### config.mk
export PLATFORM = sky130hd
export DESIGN_NAME = cptmr_top
export DESIGN_NICKNAME = d
export VERILOG_FILES = /design/src/rtl/cptmr_pkg.sv /design/src/rtl/cptmr_top.sv
export SDC_FILE = /design/constraint.sdc
export NUM_CORES = 1
export LEC_CHECK = 0
export BUFFER_PORTS_ARGS = -buffer_cell sky130_fd_sc_hd__buf_4
export CAP_MARGIN = 30
export CORE_MARGIN = 8
export CORE_UTILIZATION = 40
export DETAILED_ROUTE_END_ITERATION = 10
export GPL_TIMING_DRIVEN = 0
export HOLD_SLACK_MARGIN = 0.03
export PLACE_DENSITY = 0.69
export SLEW_MARGIN = 30
export SYNTH_ARGS = -nofsm -noshare
export SYNTH_HDL_FRONTEND = slang
export SYNTH_SLANG_ARGS = --single-unit
### constraint.sdc
create_clock -name clk_i -period 4.96 [get_ports clk_i]
set_input_delay 0.496 -clock clk_i [delete_from_list [all_inputs] [get_ports clk_i]]
set_output_delay 0.496 -clock clk_i [all_outputs]
set_load 0.05 [all_outputs]
### src/rtl/cptmr_pkg.sv
package cptmr_pkg;
  // ---------------------------------------------------------------
  // register word offsets (byte address = 4 * index)
  // ---------------------------------------------------------------
  localparam logic [7:0] OFS_P1_DIR   = 8'h00;
  localparam logic [7:0] OFS_P2_DIR   = 8'h01;
  localparam logic [7:0] OFS_P1_VAL   = 8'h02;
  localparam logic [7:0] OFS_P2_VAL   = 8'h03;
  localparam logic [7:0] OFS_TCS      = 8'h08;
  localparam logic [7:0] OFS_FRC_HI   = 8'h09;
  localparam logic [7:0] OFS_FRC_LO   = 8'h0a;
  localparam logic [7:0] OFS_OCMP_HI  = 8'h0b;
  localparam logic [7:0] OFS_OCMP_LO  = 8'h0c;
  localparam logic [7:0] OFS_CAP_HI   = 8'h0d;
  localparam logic [7:0] OFS_CAP_LO   = 8'h0e;
  localparam logic [7:0] OFS_SER_CTL  = 8'h11;
  localparam logic [7:0] OFS_P5_SEL   = 8'h43;
  localparam logic [7:0] OFS_MODE     = 8'h80;
  // ---------------------------------------------------------------
  // control/status field positions
  // ---------------------------------------------------------------
  localparam int unsigned TCS_CAP_FLAG = 7;
  localparam int unsigned TCS_CMP_FLAG = 6;
  localparam int unsigned TCS_OVF_FLAG = 5;
  localparam int unsigned TCS_CAP_IEN  = 4;
  localparam int unsigned TCS_CMP_IEN  = 3;
  localparam int unsigned TCS_OVF_IEN  = 2;
  localparam int unsigned TCS_EDGE     = 1;
  localparam int unsigned TCS_OUTPUT_LEVEL_BIT     = 0;
  localparam int unsigned SER_RX_EN    = 3;
  localparam int unsigned SER_TX_EN    = 1;
  localparam int unsigned P5_TWI_SEL   = 2;
  localparam int unsigned P2_CAP_BIT   = 0;
  localparam int unsigned P2_BAUD_BIT  = 2;
  localparam int unsigned P2_RX_BIT    = 3;
  localparam int unsigned P2_TX_BIT    = 4;
  localparam int unsigned P1_TWI_LO    = 3;
  localparam int unsigned P1_TWI_HI    = 4;
  // ---------------------------------------------------------------
  // reset values
  // ---------------------------------------------------------------
  localparam logic [7:0]  RST_P1_DIR  = 8'h00;
  localparam logic [4:0]  RST_P2_DIR  = 5'h00;
  localparam logic [7:0]  RST_P1_VAL  = 8'h00;
  localparam logic [4:0]  RST_P2_VAL  = 5'h00;
  localparam logic [4:0]  RST_TCS_CTL = 5'h00;
  localparam logic [15:0] RST_FRC     = 16'h0000;
  localparam logic [15:0] RST_OCMP    = 16'hffff;
  localparam logic [15:0] RST_CAP     = 16'h0000;
  localparam logic [7:0]  RST_SER_CTL = 8'h00;
  localparam logic [7:0]  RST_P5_SEL  = 8'h00;
  localparam logic [31:0] BUS_UNMAPPED = 32'h0000_0000;
  // ---------------------------------------------------------------
  // timing
  // ---------------------------------------------------------------
  localparam int unsigned BUS_CLK_KHZ_SLOW = 1008;
  localparam int unsigned BUS_CLK_KHZ_FAST = 2016;
  localparam int unsigned SYS_CLK_KHZ      = 100000;
  localparam logic [7:0]  TICK_DIV_SLOW    = 8'(SYS_CLK_KHZ / BUS_CLK_KHZ_SLOW - 1);
  localparam logic [7:0]  TICK_DIV_FAST    = 8'(SYS_CLK_KHZ / BUS_CLK_KHZ_FAST - 1);
  // ---------------------------------------------------------------
  // carriers
  // ---------------------------------------------------------------
  typedef struct packed {
    logic       cyc;
    logic       stb;
    logic       we;
    logic [3:0] sel;
    logic [9:0] adr;
    logic [31:0] dat;
  } cptmr_wb_req_t;

  typedef struct packed {
    logic [7:0] dout;
    logic [7:0] oe;
  } cptmr_pins_t;
endpackage

### src/rtl/cptmr_top.sv
`timescale 1ns/1ps
// ---------------------------------------------------------------
// Notes on behaviour
// ---------------------------------------------------------------
// Notes on behaviour
// - eight-bit port one, each line steered by its direction bit, data register.
// - direction 1 is output, 0 input; both direction registers clear on reset.
// - port one drivers off for input lines and off on every line during reset.
// - port one lines 3 and 4 go to two-wire controller when select bit set.
// - port one never carries low address bits.
// - port two is five bits; only bits 3 and 4 reach pins.
// - serial rx/tx enables override port two direction only; output data still comes from the data register.
// - bus clock 1.008 or 2.016 MHz, undivided; core rate follows it.
// - 16-bit free-running counter steps once per bus clock cycle.
// - capture input wired internally to the frequency-counter output.
// - qualifying capture edge copies counter into read-only capture register.
// - control bit 1 picks edge: 0 falling, 1 rising.
// - status bit 7 sets on capture, clears on capture register read.
// - status bit 5 sets on overflow, clears on counter read.
// - bits 4 and 2 enable capture and overflow interrupt requests.
// - no waveform; compare flag, its enable and output level do nothing.
// - counter writable; double-byte store loads both bytes together.
// - reading the counter leaves the count and counting untouched.
// - in emulation mode the core's outputs leave the internal buses undriven.
module cptmr_top
  import cptmr_pkg::*;
(
  input  wire logic        clk_i,
  input  wire logic        rst_i,
  input  wire logic        wb_cyc_i,
  input  wire logic        wb_stb_i,
  input  wire logic        wb_we_i,
  input  wire logic [3:0]  wb_sel_i,
  input  wire logic [9:0]  wb_adr_i,
  input  wire logic [31:0] wb_dat_i,
  output logic      [31:0] wb_dat_o,
  output logic             wb_ack_o,
  input  wire logic        emul_mode_i,
  input  wire logic        turbo_i,
  input  wire logic        freq_counter_i,
  input  wire logic        baud_clk_i,
  input  wire logic [7:0]  p1_pin_i,
  output logic      [7:0]  p1_pin_o,
  output logic      [7:0]  p1_pin_oe_o,
  input  wire logic [1:0]  p2_pin_i,
  output logic      [1:0]  p2_pin_o,
  output logic      [1:0]  p2_pin_oe_o,
  output logic             twi_port_sel_o,
  output logic             irq_o
);
  import cptmr_pkg::*;

  // ---------------------------------------------------------------
  // synchronisers
  // ---------------------------------------------------------------
  logic [12:0] sync1_r;
  logic [12:0] sync2_r;
  logic [12:0] async_in;
  assign async_in = {emul_mode_i, freq_counter_i, baud_clk_i, p2_pin_i, p1_pin_i};

  always_ff @(posedge clk_i) begin
    if (rst_i) begin
      sync1_r <= 13'h0000;
      sync2_r <= 13'h0000;
    end else begin
      sync1_r <= async_in;
      sync2_r <= sync1_r;
    end
  end

  logic [7:0] p1_in;
  logic [1:0] p2_in_pins;
  logic       baud_in;
  logic       cap_src;
  logic       emul_in;
  assign emul_in    = sync2_r[12];
  assign p1_in      = sync2_r[7:0];
  assign p2_in_pins = sync2_r[9:8];
  assign baud_in    = sync2_r[10];
  assign cap_src    = sync2_r[11];

  // ---------------------------------------------------------------
  // bus clock tick
  // ---------------------------------------------------------------
  logic [7:0] div_r;
  logic       tick;
  // >= so a rate change mid-count never lets the divider run past its end
  assign tick = (div_r >= (turbo_i ? TICK_DIV_FAST : TICK_DIV_SLOW));

  always_ff @(posedge clk_i) begin
    if (rst_i || tick) begin
      div_r <= 8'h00;
    end else begin
      div_r <= div_r + 8'h01;
    end
  end

  // ---------------------------------------------------------------
  // bus decode
  // ---------------------------------------------------------------
  logic       req;
  logic       wr;
  logic       rd;
  logic [7:0] idx;
  logic [7:0] wbyte;
  assign req   = wb_cyc_i && wb_stb_i && !wb_ack_o;
  assign wr    = req && wb_we_i && wb_sel_i[0];
  assign rd    = req && !wb_we_i;
  assign idx   = wb_adr_i[9:2];
  assign wbyte = wb_dat_i[7:0];

  // ---------------------------------------------------------------
  // port registers
  // ---------------------------------------------------------------
  logic [7:0] p1_dir_r;
  logic [4:0] p2_dir_r;
  logic [7:0] p1_val_r;
  logic [4:0] p2_val_r;
  logic [7:0] ser_ctl_r;
  logic [7:0] p5_sel_r;

  always_ff @(posedge clk_i) begin
    if (rst_i) begin
      p1_dir_r <= RST_P1_DIR;
      p2_dir_r <= RST_P2_DIR;
    end else if (wr && idx == OFS_P1_DIR) begin
      p1_dir_r <= wbyte;
    end else if (wr && idx == OFS_P2_DIR) begin
      p2_dir_r <= wbyte[4:0];
    end
  end

  always_ff @(posedge clk_i) begin
    if (rst_i) begin
      p1_val_r  <= RST_P1_VAL;
      p2_val_r  <= RST_P2_VAL;
      ser_ctl_r <= RST_SER_CTL;
      p5_sel_r  <= RST_P5_SEL;
    end else if (wr && idx == OFS_P1_VAL) begin
      p1_val_r <= wbyte;
    end else if (wr && idx == OFS_P2_VAL) begin
      p2_val_r <= wbyte[4:0];
    end else if (wr && idx == OFS_SER_CTL) begin
      ser_ctl_r <= wbyte;
    end else if (wr && idx == OFS_P5_SEL) begin
      p5_sel_r <= wbyte;
    end
  end

  // effective port two direction after serial override
  logic [4:0] p2_dir_eff;
  always_comb begin
    p2_dir_eff = p2_dir_r;
    if (ser_ctl_r[SER_RX_EN]) begin
      p2_dir_eff[P2_RX_BIT] = 1'b0;
    end
    if (ser_ctl_r[SER_TX_EN]) begin
      p2_dir_eff[P2_TX_BIT] = 1'b1;
    end
  end

  // port two input view: internal sources on bits 0 and 2, bit 1 open
  logic [4:0] p2_in;
  assign p2_in = {p2_in_pins, baud_in, 1'b0, cap_src};

  logic twi_sel;
  assign twi_sel = p5_sel_r[P5_TWI_SEL];

  // ---------------------------------------------------------------
  // pin drivers
  // ---------------------------------------------------------------
  logic [7:0] p1_oe_nxt;
  always_comb begin
    p1_oe_nxt = p1_dir_r;
    if (twi_sel) begin
      p1_oe_nxt[P1_TWI_HI:P1_TWI_LO] = 2'b00;
    end
  end

  always_ff @(posedge clk_i) begin
    if (rst_i) begin
      p1_pin_o       <= 8'h00;
      p1_pin_oe_o    <= 8'h00;
      p2_pin_o       <= 2'b00;
      p2_pin_oe_o    <= 2'b00;
      twi_port_sel_o <= 1'b0;
    end else begin
      p1_pin_o       <= p1_val_r;
      p1_pin_oe_o    <= p1_oe_nxt;
      p2_pin_o       <= p2_val_r[P2_TX_BIT:P2_RX_BIT];
      p2_pin_oe_o    <= p2_dir_eff[P2_TX_BIT:P2_RX_BIT];
      twi_port_sel_o <= twi_sel;
    end
  end

  // ---------------------------------------------------------------
  // timer
  // ---------------------------------------------------------------
  logic [15:0] frc_r;
  logic [15:0] cap_r;
  logic [15:0] ocmp_r;
  logic [4:0]  tcs_ctl_r;
  logic        cap_flag_r;
  logic        ovf_flag_r;
  logic        cmp_flag_r;
  logic        cap_prev_r;
  logic        cap_edge;
  logic        ovf_evt;
  logic        frc_wr;
  logic        frc_rd;
  logic        cap_rd;

  assign cap_edge = tcs_ctl_r[TCS_EDGE] ? (cap_src && !cap_prev_r)
                                        : (!cap_src && cap_prev_r);
  assign ovf_evt  = tick && (frc_r == 16'hffff) && !frc_wr;
  assign frc_wr   = wr && (idx == OFS_FRC_HI);
  assign frc_rd   = rd && (idx == OFS_FRC_HI || idx == OFS_FRC_LO);
  assign cap_rd   = rd && (idx == OFS_CAP_HI || idx == OFS_CAP_LO);

  always_ff @(posedge clk_i) begin
    if (rst_i) begin
      cap_prev_r <= 1'b0;
    end else begin
      cap_prev_r <= cap_src;
    end
  end

  // one word write to the high index loads both bytes
  always_ff @(posedge clk_i) begin
    if (rst_i) begin
      frc_r <= RST_FRC;
    end else if (frc_wr) begin
      frc_r <= wb_dat_i[15:0];
    end else if (tick) begin
      frc_r <= frc_r + 16'h0001;
    end
  end

  always_ff @(posedge clk_i) begin
    if (rst_i) begin
      cap_r <= RST_CAP;
    end else if (cap_edge) begin
      cap_r <= frc_r;
    end
  end

  always_ff @(posedge clk_i) begin
    if (rst_i) begin
      tcs_ctl_r <= RST_TCS_CTL;
      ocmp_r    <= RST_OCMP;
    end else if (wr && idx == OFS_TCS) begin
      tcs_ctl_r <= wbyte[4:0];
    end else if (wr && idx == OFS_OCMP_HI) begin
      ocmp_r <= wb_dat_i[15:0];
    end
  end

  // set wins over clear
  always_ff @(posedge clk_i) begin
    if (rst_i) begin
      cap_flag_r <= 1'b0;
    end else if (cap_edge) begin
      cap_flag_r <= 1'b1;
    end else if (cap_rd) begin
      cap_flag_r <= 1'b0;
    end
  end

  always_ff @(posedge clk_i) begin
    if (rst_i) begin
      ovf_flag_r <= 1'b0;
    end else if (ovf_evt) begin
      ovf_flag_r <= 1'b1;
    end else if (frc_rd) begin
      ovf_flag_r <= 1'b0;
    end
  end

  // compare never raises a flag: no waveform output exists
  always_ff @(posedge clk_i) begin
    cmp_flag_r <= 1'b0;
  end

  always_ff @(posedge clk_i) begin
    if (rst_i) begin
      irq_o <= 1'b0;
    end else begin
      irq_o <= (cap_flag_r && tcs_ctl_r[TCS_CAP_IEN])
            || (ovf_flag_r && tcs_ctl_r[TCS_OVF_IEN]);
    end
  end

  // ---------------------------------------------------------------
  // read mux and ack
  // ---------------------------------------------------------------
  logic [31:0] rdata;
  always_comb begin
    rdata = BUS_UNMAPPED;
    if (idx == OFS_P1_VAL) begin
      rdata[7:0] = (p1_val_r & p1_dir_r) | (p1_in & ~p1_dir_r);
    end else if (idx == OFS_P2_VAL) begin
      rdata[4:0] = (p2_val_r & p2_dir_eff) | (p2_in & ~p2_dir_eff);
    end else if (idx == OFS_TCS) begin
      rdata[7:0] = {cap_flag_r, cmp_flag_r, ovf_flag_r, tcs_ctl_r};
    end else if (idx == OFS_FRC_HI) begin
      rdata[15:0] = frc_r;
    end else if (idx == OFS_FRC_LO) begin
      rdata[7:0] = frc_r[7:0];
    end else if (idx == OFS_OCMP_HI) begin
      rdata[15:0] = ocmp_r;
    end else if (idx == OFS_OCMP_LO) begin
      rdata[7:0] = ocmp_r[7:0];
    end else if (idx == OFS_CAP_HI) begin
      rdata[15:0] = cap_r;
    end else if (idx == OFS_CAP_LO) begin
      rdata[7:0] = cap_r[7:0];
    end else if (idx == OFS_SER_CTL) begin
      rdata[7:0] = ser_ctl_r;
    end else if (idx == OFS_P5_SEL) begin
      rdata[7:0] = p5_sel_r;
    end else if (idx == OFS_MODE) begin
      rdata[1:0] = {turbo_i, emul_in};
    end
  end

  always_ff @(posedge clk_i) begin
    if (rst_i) begin
      wb_ack_o <= 1'b0;
      wb_dat_o <= 32'h0000_0000;
    end else begin
      wb_ack_o <= req;
      if (rd && !emul_in) begin
        wb_dat_o <= rdata;
      end else begin
        wb_dat_o <= 32'h0000_0000;
      end
    end
  end

  // ---------------------------------------------------------------
  // checks
  // ---------------------------------------------------------------
  AST_RST_DIR: assert property (@(posedge clk_i) rst_i |=> p1_dir_r == 8'h00 && p2_dir_r == 5'h00)
    else $error("direction not cleared by reset");
  AST_OE_RST: assert property (@(posedge clk_i) rst_i |=> p1_pin_oe_o == 8'h00)
    else $error("port one driven during reset");
  AST_TWI: assert property (@(posedge clk_i) disable iff (rst_i)
    twi_sel |=> p1_pin_oe_o[4:3] == 2'b00)
    else $error("twi lines still driven by port");
  AST_TX_OVR: assert property (@(posedge clk_i) disable iff (rst_i)
    ser_ctl_r[SER_TX_EN] |=> p2_pin_oe_o[1])
    else $error("tx enable did not force output");
  AST_RX_OVR: assert property (@(posedge clk_i) disable iff (rst_i)
    ser_ctl_r[SER_RX_EN] |=> !p2_pin_oe_o[0])
    else $error("rx enable did not force input");
  AST_FRC_INC: assert property (@(posedge clk_i) disable iff (rst_i)
    tick && !frc_wr |=> frc_r == $past(frc_r) + 16'h0001)
    else $error("counter did not step");
  AST_FRC_HOLD: assert property (@(posedge clk_i) disable iff (rst_i)
    !tick && !frc_wr |=> $stable(frc_r))
    else $error("counter moved without a tick");
  AST_CAP: assert property (@(posedge clk_i) disable iff (rst_i)
    cap_edge |=> cap_r == $past(frc_r) && cap_flag_r)
    else $error("capture missed");
  AST_EDGE: assert property (@(posedge clk_i) disable iff (rst_i)
    cap_edge |-> cap_src == tcs_ctl_r[TCS_EDGE])
    else $error("capture on wrong edge");
  AST_CAPCLR: assert property (@(posedge clk_i) disable iff (rst_i)
    cap_rd && !cap_edge |=> !cap_flag_r)
    else $error("capture flag not cleared");
  AST_OVF: assert property (@(posedge clk_i) disable iff (rst_i)
    ovf_evt |=> ovf_flag_r && frc_r == 16'h0000)
    else $error("overflow flag not set");
  AST_FRC_WR: assert property (@(posedge clk_i) disable iff (rst_i)
    frc_wr |=> frc_r == $past(wb_dat_i[15:0]))
    else $error("counter load failed");
  AST_IRQ: assert property (@(posedge clk_i) disable iff (rst_i)
    ##1 irq_o == $past((cap_flag_r && tcs_ctl_r[TCS_CAP_IEN]) || (ovf_flag_r && tcs_ctl_r[TCS_OVF_IEN])))
    else $error("irq disagrees with flags");
  AST_EMUL: assert property (@(posedge clk_i) disable iff (rst_i)
    emul_in |=> wb_dat_o == 32'h0000_0000)
    else $error("bus driven in emulation mode");
  AST_NOCMP: assert property (@(posedge clk_i) disable iff (rst_i) !cmp_flag_r)
    else $error("compare flag raised");
  AST_TICK: assert property (@(posedge clk_i) disable iff (rst_i) div_r <= TICK_DIV_SLOW)
    else $error("divider out of range");
endmodule

; ---- Word-level counts from Yosys, hierarchy flattened
; Cells that the tools add are included.
[word_totals]
ff_bits = 187
input_bits = 65
output_inout_bits = 55
elab_cells = 134
[classes]
add_sub_neg = 2
magnitude_cmp = 1
eq_ne = 14
n_mux = 31
bitwise = 14
reduce_logical = 45
[op_table]
columns = cell, count
row1 = 16-bit two-way mux, 7
row2 = 8-bit two-way mux, 11
row3 = 8-bit by 4-bit == test with 1-bit output (second input constant), 7
row4 = 1-bit logical AND, 23
row5 = 16-bit by 1-bit adder with 16-bit output (second input constant), 1
row6 = 8-bit AND, 2
row7 = 16-bit == test (second input constant), 1
row8 = 8-bit by 2-bit == test with 1-bit output (second input constant), 2
row9 = 11-bit two-way mux, 1
row10 = 5-bit AND, 2
row11 = 8-bit by 1-bit adder with 8-bit output (second input constant), 1
row12 = 8-bit by 1-bit == test with 1-bit output (second input constant), 1
row13 = 8-bit by 5-bit == test with 1-bit output (second input constant), 1
row14 = 8-bit by 7-bit == test with 1-bit output (second input constant), 1
row15 = 8-bit == test (second input constant), 1
row16 = 8-bit by 7-bit >= comparator with 1-bit output, 1
row17 = 8-bit zero test, 1
row18 = 8-bit NOT, 1
row19 = 8-bit bitwise OR, 1
row20 = 1-bit two-way mux, 7
row21 = 7-bit two-way mux, 1
row22 = 1-bit zero test, 6
row23 = 6-bit two-way mux, 1
row24 = 1-bit NOT, 6
row25 = 11 further kinds, 20

; ---- Depth between registers and ports, before layout
[logic_depth]
ltp_word = 16
mapped_depth = 10
mapped_depth_nobuf = 8

; ---- Least setup slack after synthesis
; Ideal clock, no wire load.
[synth_timing]
path_type = input to register
from = input port wb_adr_i[7]
to = register wb_dat_o[3]
setup_ps = 130
arrival_time_ps = 2041
required_time_ps = 4830
path_slack_ps = 2789
path_stages = 6
path_buffers = 0
cell_sequence = or4_4 -> nor3b_4 -> nand2_2 -> a2bb2oi_1 -> a32oi_1 -> a221oi_1
[synth_via]
elab_chain_cells = 15
word_cells_on_any_way = 25
classes_between = 11 x eq/ne / 14 x mux
[synth_rtl]
columns = item, line
row1 = "start, declared", cptmr_top.sv:34  ; input wire logic [9:0] wb_adr_i,
row2 = 8-bit by 7-bit == test with 1-bit output, cptmr_top.sv:319  ; end else if (idx == OFS_P5_SEL) begin
row3 = 6-bit two-way mux, cptmr_top.sv:319
row4 = 8-bit two-way mux, cptmr_top.sv:317  ; end else if (idx == OFS_SER_CTL) begin
row5 = 8-bit two-way mux, cptmr_top.sv:315  ; end else if (idx == OFS_CAP_LO) begin
row6 = 8-bit two-way mux, cptmr_top.sv:313  ; end else if (idx == OFS_CAP_HI) begin
row7 = 8-bit two-way mux, cptmr_top.sv:311  ; end else if (idx == OFS_OCMP_LO) begin
row8 = 16-bit two-way mux, cptmr_top.sv:309  ; end else if (idx == OFS_OCMP_HI) begin
row9 = 16-bit two-way mux, cptmr_top.sv:303  ; end else if (idx == OFS_TCS) begin
row10 = 16-bit two-way mux, cptmr_top.sv:301  ; end else if (idx == OFS_P2_VAL) begin
row11 = 16-bit two-way mux, cptmr_top.sv:299  ; if (idx == OFS_P1_VAL) begin
row12 = 8-bit two-way mux, cptmr_top.sv:307  ; end else if (idx == OFS_FRC_LO) begin
row13 = 16-bit two-way mux, cptmr_top.sv:305  ; end else if (idx == OFS_FRC_HI) begin
row14 = 8-bit two-way mux, cptmr_top.sv:303
row15 = 5-bit two-way mux, cptmr_top.sv:301
row16 = 8-bit two-way mux *, cptmr_top.sv:299
row17 = "end signal, assigned", cptmr_top.sv:333  ; wb_dat_o <= rdata;
row18 = "end, declared", cptmr_top.sv:36  ; output logic [31:0] wb_dat_o,
; Every way passes the cells marked *; elsewhere a longest branch is shown, timed or not. The select of a mux whose other input is x is not followed.
; A chain may end at the register's enable or synchronous reset.

; ---- Final worst setup path
[layout_timing]
from = register wb_ack_o
to = register p2_dir_r[2]
[layout_via]
elab_chain_cells = 7
word_cells_on_any_way = 8
classes_between = 1 x bitwise / 7 x reduce/logical
[layout_rtl]
columns = item, line
row1 = "start, declared", cptmr_top.sv:37  ; output logic wb_ack_o,
row2 = "start signal, assigned", cptmr_top.sv:331  ; wb_ack_o <= req;
row3 = 1-bit zero test *, cptmr_top.sv:106  ; assign req = wb_cyc_i && wb_stb_i && !wb_ack_o;
row4 = 1-bit logical AND *, cptmr_top.sv:106
row5 = 1-bit logical AND * (2 in series), cptmr_top.sv:107  ; assign wr = req && wb_we_i && wb_sel_i[0];
row6 = 1-bit logical AND, cptmr_top.sv:126  ; end else if (wr && idx == OFS_P1_DIR) begin
row7 = 1-bit NOT (no source line), -
row8 = 2-bit AND reduction (no source line) *, -
row9 = "end signal, assigned", cptmr_top.sv:129  ; p2_dir_r <= wbyte[4:0];
row10 = "end, declared", cptmr_top.sv:116  ; logic [4:0] p2_dir_r;
; Every way passes the cells marked *; elsewhere a longest branch is shown, timed or not.

==> out/results.env <==
YOSYS_WARNINGS=0
ANT_NETS=0
FILLER_CELL_COUNT=1717
DIEHEIGHT_UM=150
MAXIMUM_NUMBER_OF_PINS_ON_ONE_NET_BEFORE_GLOBAL_ROUTE_REPAIR=17
CRITPATHARRIVALTIME_PS=2790
FIN_SETUP_TNS_PS=0
CRITICAL_PATH_SLOWEST_STAGE_CELL='sky130_fd_sc_hd__nor2_1'
FINAL_LAYOUT_SIZE_SUFFIX_GT1_SHARE_PCT=16.9
FIN_SKEW_PS=12.6
CP_DATA_REQUIRED_TIME_PS=5270
POST_DETAILED_PLACEMENT_CELL_AREA_MM2=0.00806
OUTCOME='complete, no violations'
GRT_PASS1_WL_UM=31600
CTS_HOLD_REPAIR.BUFFERS=0
TIMING.CRITICAL_PATH.FROM='wb_ack_o'
CTS_RESIZED=0
POWERDENSITY_mW_PER_MM2=331
TRITONCTS.NUM_BUFFERS=17
POWER_SWITCHING_uW=724
SYNTH_CELL_TYPES=54
WORSTSETUPSTARTPOINTTYPE='flop'
ROUTED_VIA_DENSITY=5.25
CLK_ROOT_BUFFER_CELL='sky130_fd_sc_hd__clkbuf_16'
DRT_PRE_ANTENNA_ITERS=6
NUM_VIAS=5981
FINAL_MIN_PERIOD_OVER_CLOCK_PERIOD_PCT=50.0
SYN_AREA_MM2=0.00715
PATH_CELLS='nand3b_1, nor2_1, clkbuf_1, nand3_1, mux2i_1, nor2_1'
FINAL_CELLS=1140
SEQ_AREA_FRAC_SYNTH_PCT=47.9
DRT-WIRELENGTH-PER-CELL_UM=18.2
WORST-SLEW-PIN-TRANSITION_PS=891
FLOORPLAN.ROWS=49
STARTPOINT_OF_THE_MOST_CRITICAL_REGISTER_TO_REGISTER_PATH='wb_ack_o'
SYNTH_SEQ_CELLS=171
POST_CTS.REPAIR.SETUP_BUFFERS=0
DETAILED_ROUTE_ITER0_VIOLATIONS=363
DIEAREA_MM2=0.0224
SWSHARE_PCT=25.4
SETUP_VIOL=0
VDD_IR_DROP_MAX_mV=0.244
WORST_SLACK_PS=2480
MULTIINPUTGATEAREA_MM2=0.00344
NETS=968
CTS_TREE='yes'
TOTALWIRELENGTH_UM=20800
BOUNDARYPINS=120
GPL.FINAL_WEIGHTED_CONGESTION=0.934
SEQUENTIAL_CELL_AREA_MM2=0.00342
CLOCK_POWER_SHARE_PCT=44.5
SYNTHCELLS=788
HP-START='p1_pin_i[2]'
POWER.COMBINATIONAL.FRACTION_PCT=6.7
PORT_BUFFERS=76
MAXIMUM_NET_FANOUT_ON_THE_CRITICAL_PATH=10
FINAL_HOLD_VIOLATION_COUNT=0
CRITICAL_PATH.ENDPOINT_TYPE='flop'
LEAKAGE_DISSIPATION_nW=3.43
MIN_PERIOD_PS=2480
WORSTHOLDPATHTYPE='in2reg'
CORE_MM2=0.0177
GRT_SETUP_UNREPAIRED='false'
INSERTEDDIODECOUNT=0
CRITICAL_PATH.N_BUFFERS_INVERTERS=1
DP_HPWL_UM=14900
PLACEDCELLCOUNT=1108
CTS_MAX_LEVEL=4
SEQ_POWER_SHARE_PCT=48.8
FINALMAXSLEWVIOLATIONS=0
FINAL_AREA_MM2=0.00862
CLK_PIN_SLEW_WORST_PATHS_PS=70
CRITPATHKIND='reg2reg'
CLOCK.FMAX_MHz=403
CLOCK_PATH_BUFFERS=2
CP_TOP_FAMILY='simple AND/OR/NAND/NOR gates'
MAXCAPVIOLCOUNT=0
DIE_X_UM=150
P_INT_mW=2.13
INSERTION_DELAY_PS=440
NUMBER_OF_ANTENNA_VIOLATIONS_AT_THE_FIRST_CHECK_IN_GLOBAL_ROUTING=0
INITIAL_UTILIZATION_PCT=40.3
CLOCK_SINKS=171
DRCVIOLATIONCOUNT=0
SYN-MEAN-INSTANCE-AREA_UM2=9.07
TOTAL_POWER_mW=2.85
FLOW.AREA_GROWTH_FROM_SYNTHESIS_PCT=20.6
CRIT_TOP_CELL='sky130_fd_sc_hd__nor2_1'
SLEW_HEADROOM_PCT=40.4
FIRST_GLOBAL_VIAS=5694
GLOBAL_ROUTE.OVERFLOW_TOTAL=0
DP_WORST_SETUP_SLACK_PS=2160
GLOBALROUTETOTALUTIL_PCT=18.5
CPPEAKSTAGEDELAY_PS=620
[logic make-up (layout without fill, tap and decap cells)]
logic type      after synthesis  count (layout)  synth area share (%)
flops                       171             171                  47.9
compound gates              110             110                  9.81
fa+ha+maj                     5               5                 0.876
buf+inv                      69             177                  4.68
simple gates                340             340                  24.0
mux                          71              71                  10.1
other cells                   1              16                0.0525
xor+xnor                     21              21                  2.57
[path summary, 6_finish.rpt]
| kind | to | slack (ps) | depth (start not counted) |
|---|---|---|---|
| worst max-delay path | p2_dir_r[2] | 2480 | 6 |
| worst min-delay path | sync1_r[2] | 260 | 2 |
| worst max register to register | p2_dir_r[2] | 2480 | 6 |
| worst min register to register | sync2_r[10] | 440 | 1 |
[cell type report]
class                   instances  area share, %
repair buffers                 76           6.62
clock inverters                13           1.25
inverters                       4          0.174
multi-input cells             563           40.0
clock buffers                  19           5.25
plain buffers                  65           3.70
flip-flops and latches        171           39.7
well taps                     229           3.32
[layer usage]
metal	global-route usage, %	routed length [um]	vias up
met4	6.15	327	0
met5	0	0	-
li1	-	-	2893
met1	25.1	9590	2846
met3	4.48	1560	26
met2	28.4	9310	216
[worst reg2reg max path: cells and delay by family, from the launching register on]
family	cells	cell delay, ps
DFF	1	310
buffers and inverters	1	480
muxes	1	290
and+or+nand+nor	4	1270
[placed cells by master, fill, tap and decap left out, drive strengths merged, types with 8 or more instances in the layout]
master,n
dfxtp,171
buf,103
nor2,99
nand2,90
mux2i,63
clkbuf,57
nor2b,49
o21ai,32
a21oi,28
nand3,25
xor2,18
nand3b,17
conb,16
a22oi,13
nand4,12
inv,9
mux2,8
nor3,8
[synthesized netlist by cell type (all sizes together)]
cell type | number | area (um2)
dfxtp | 171 | 3420
nor2 | 99 | 387
nand2 | 90 | 340
mux2i | 63 | 631
nor2b | 49 | 307
clkbuf | 38 | 143
o21ai | 32 | 160
a21oi | 28 | 140
buf | 27 | 176
nand3 | 25 | 130
xor2 | 18 | 158
nand3b | 17 | 128
a22oi | 13 | 97.6
nand4 | 12 | 75.1
mux2 | 8 | 90.1
nor3 | 8 | 51.3
a211oi | 7 | 52.6
and2 | 7 | 43.8
and3 | 7 | 43.8
o22ai | 7 | 43.8
ha | 5 | 62.6
nand2b | 5 | 31.3
or2 | 5 | 31.3
a221oi | 4 | 35.0
a2bb2oi | 4 | 35.0
a32o | 4 | 40.0
inv | 4 | 15.0
nor4 | 4 | 40.0
and4 | 3 | 26.3
nor3b | 3 | 33.8
or3 | 3 | 18.8
xnor2 | 3 | 26.3
a221o | 2 | 20.0
a32oi | 2 | 17.5
o211ai | 2 | 15.0
a21boi | 1 | 7.51
a21o | 1 | 7.51
a31o | 1 | 8.76
and4b | 1 | 10.0
conb | 1 | 3.75
nor4b | 1 | 8.76
o221a | 1 | 11.3
o221ai | 1 | 8.76
or4 | 1 | 11.3
[sequential cells by signal, summed over array words and instances (netlist names), 2 cells and up]
name	flops
ser_ctl_r	8
p1_pin_oe_o	8
sync2_r	13
p2_dir_r	5
p2_pin_o	2
sync1_r	13
ocmp_r	16
p1_val_r	8
p1_pin_o	8
p2_pin_oe_o	2
p5_sel_r	8
div_r	8
frc_r	16
wb_dat_o	16
tcs_ctl_r	5
p2_val_r	5
cap_r	16
p1_dir_r	8
[stage by stage]
step                      util [%]  hold WS (ps)
final                         48.6           261
after global routing          48.6           258
after CTS                     48.6           255
after detailed placement      45.5           420
after global placement        45.5           417
after floorplan                  -           414
[power by group through the flow]
stage | clock [mW] | sequential, mW | combinational, mW
4_1_cts | 1.28 | 1.39 | 0.189
3_5_place_dp | 0 | 1.42 | 0.188
2_1_floorplan | 0 | 1.42 | 0.116
5_1_grt | 1.34 | 1.39 | 0.203
6_report | 1.27 | 1.39 | 0.191
3_3_place_gp | 0 | 1.42 | 0.188
Note: power is estimated with default switching activity, not from simulation.
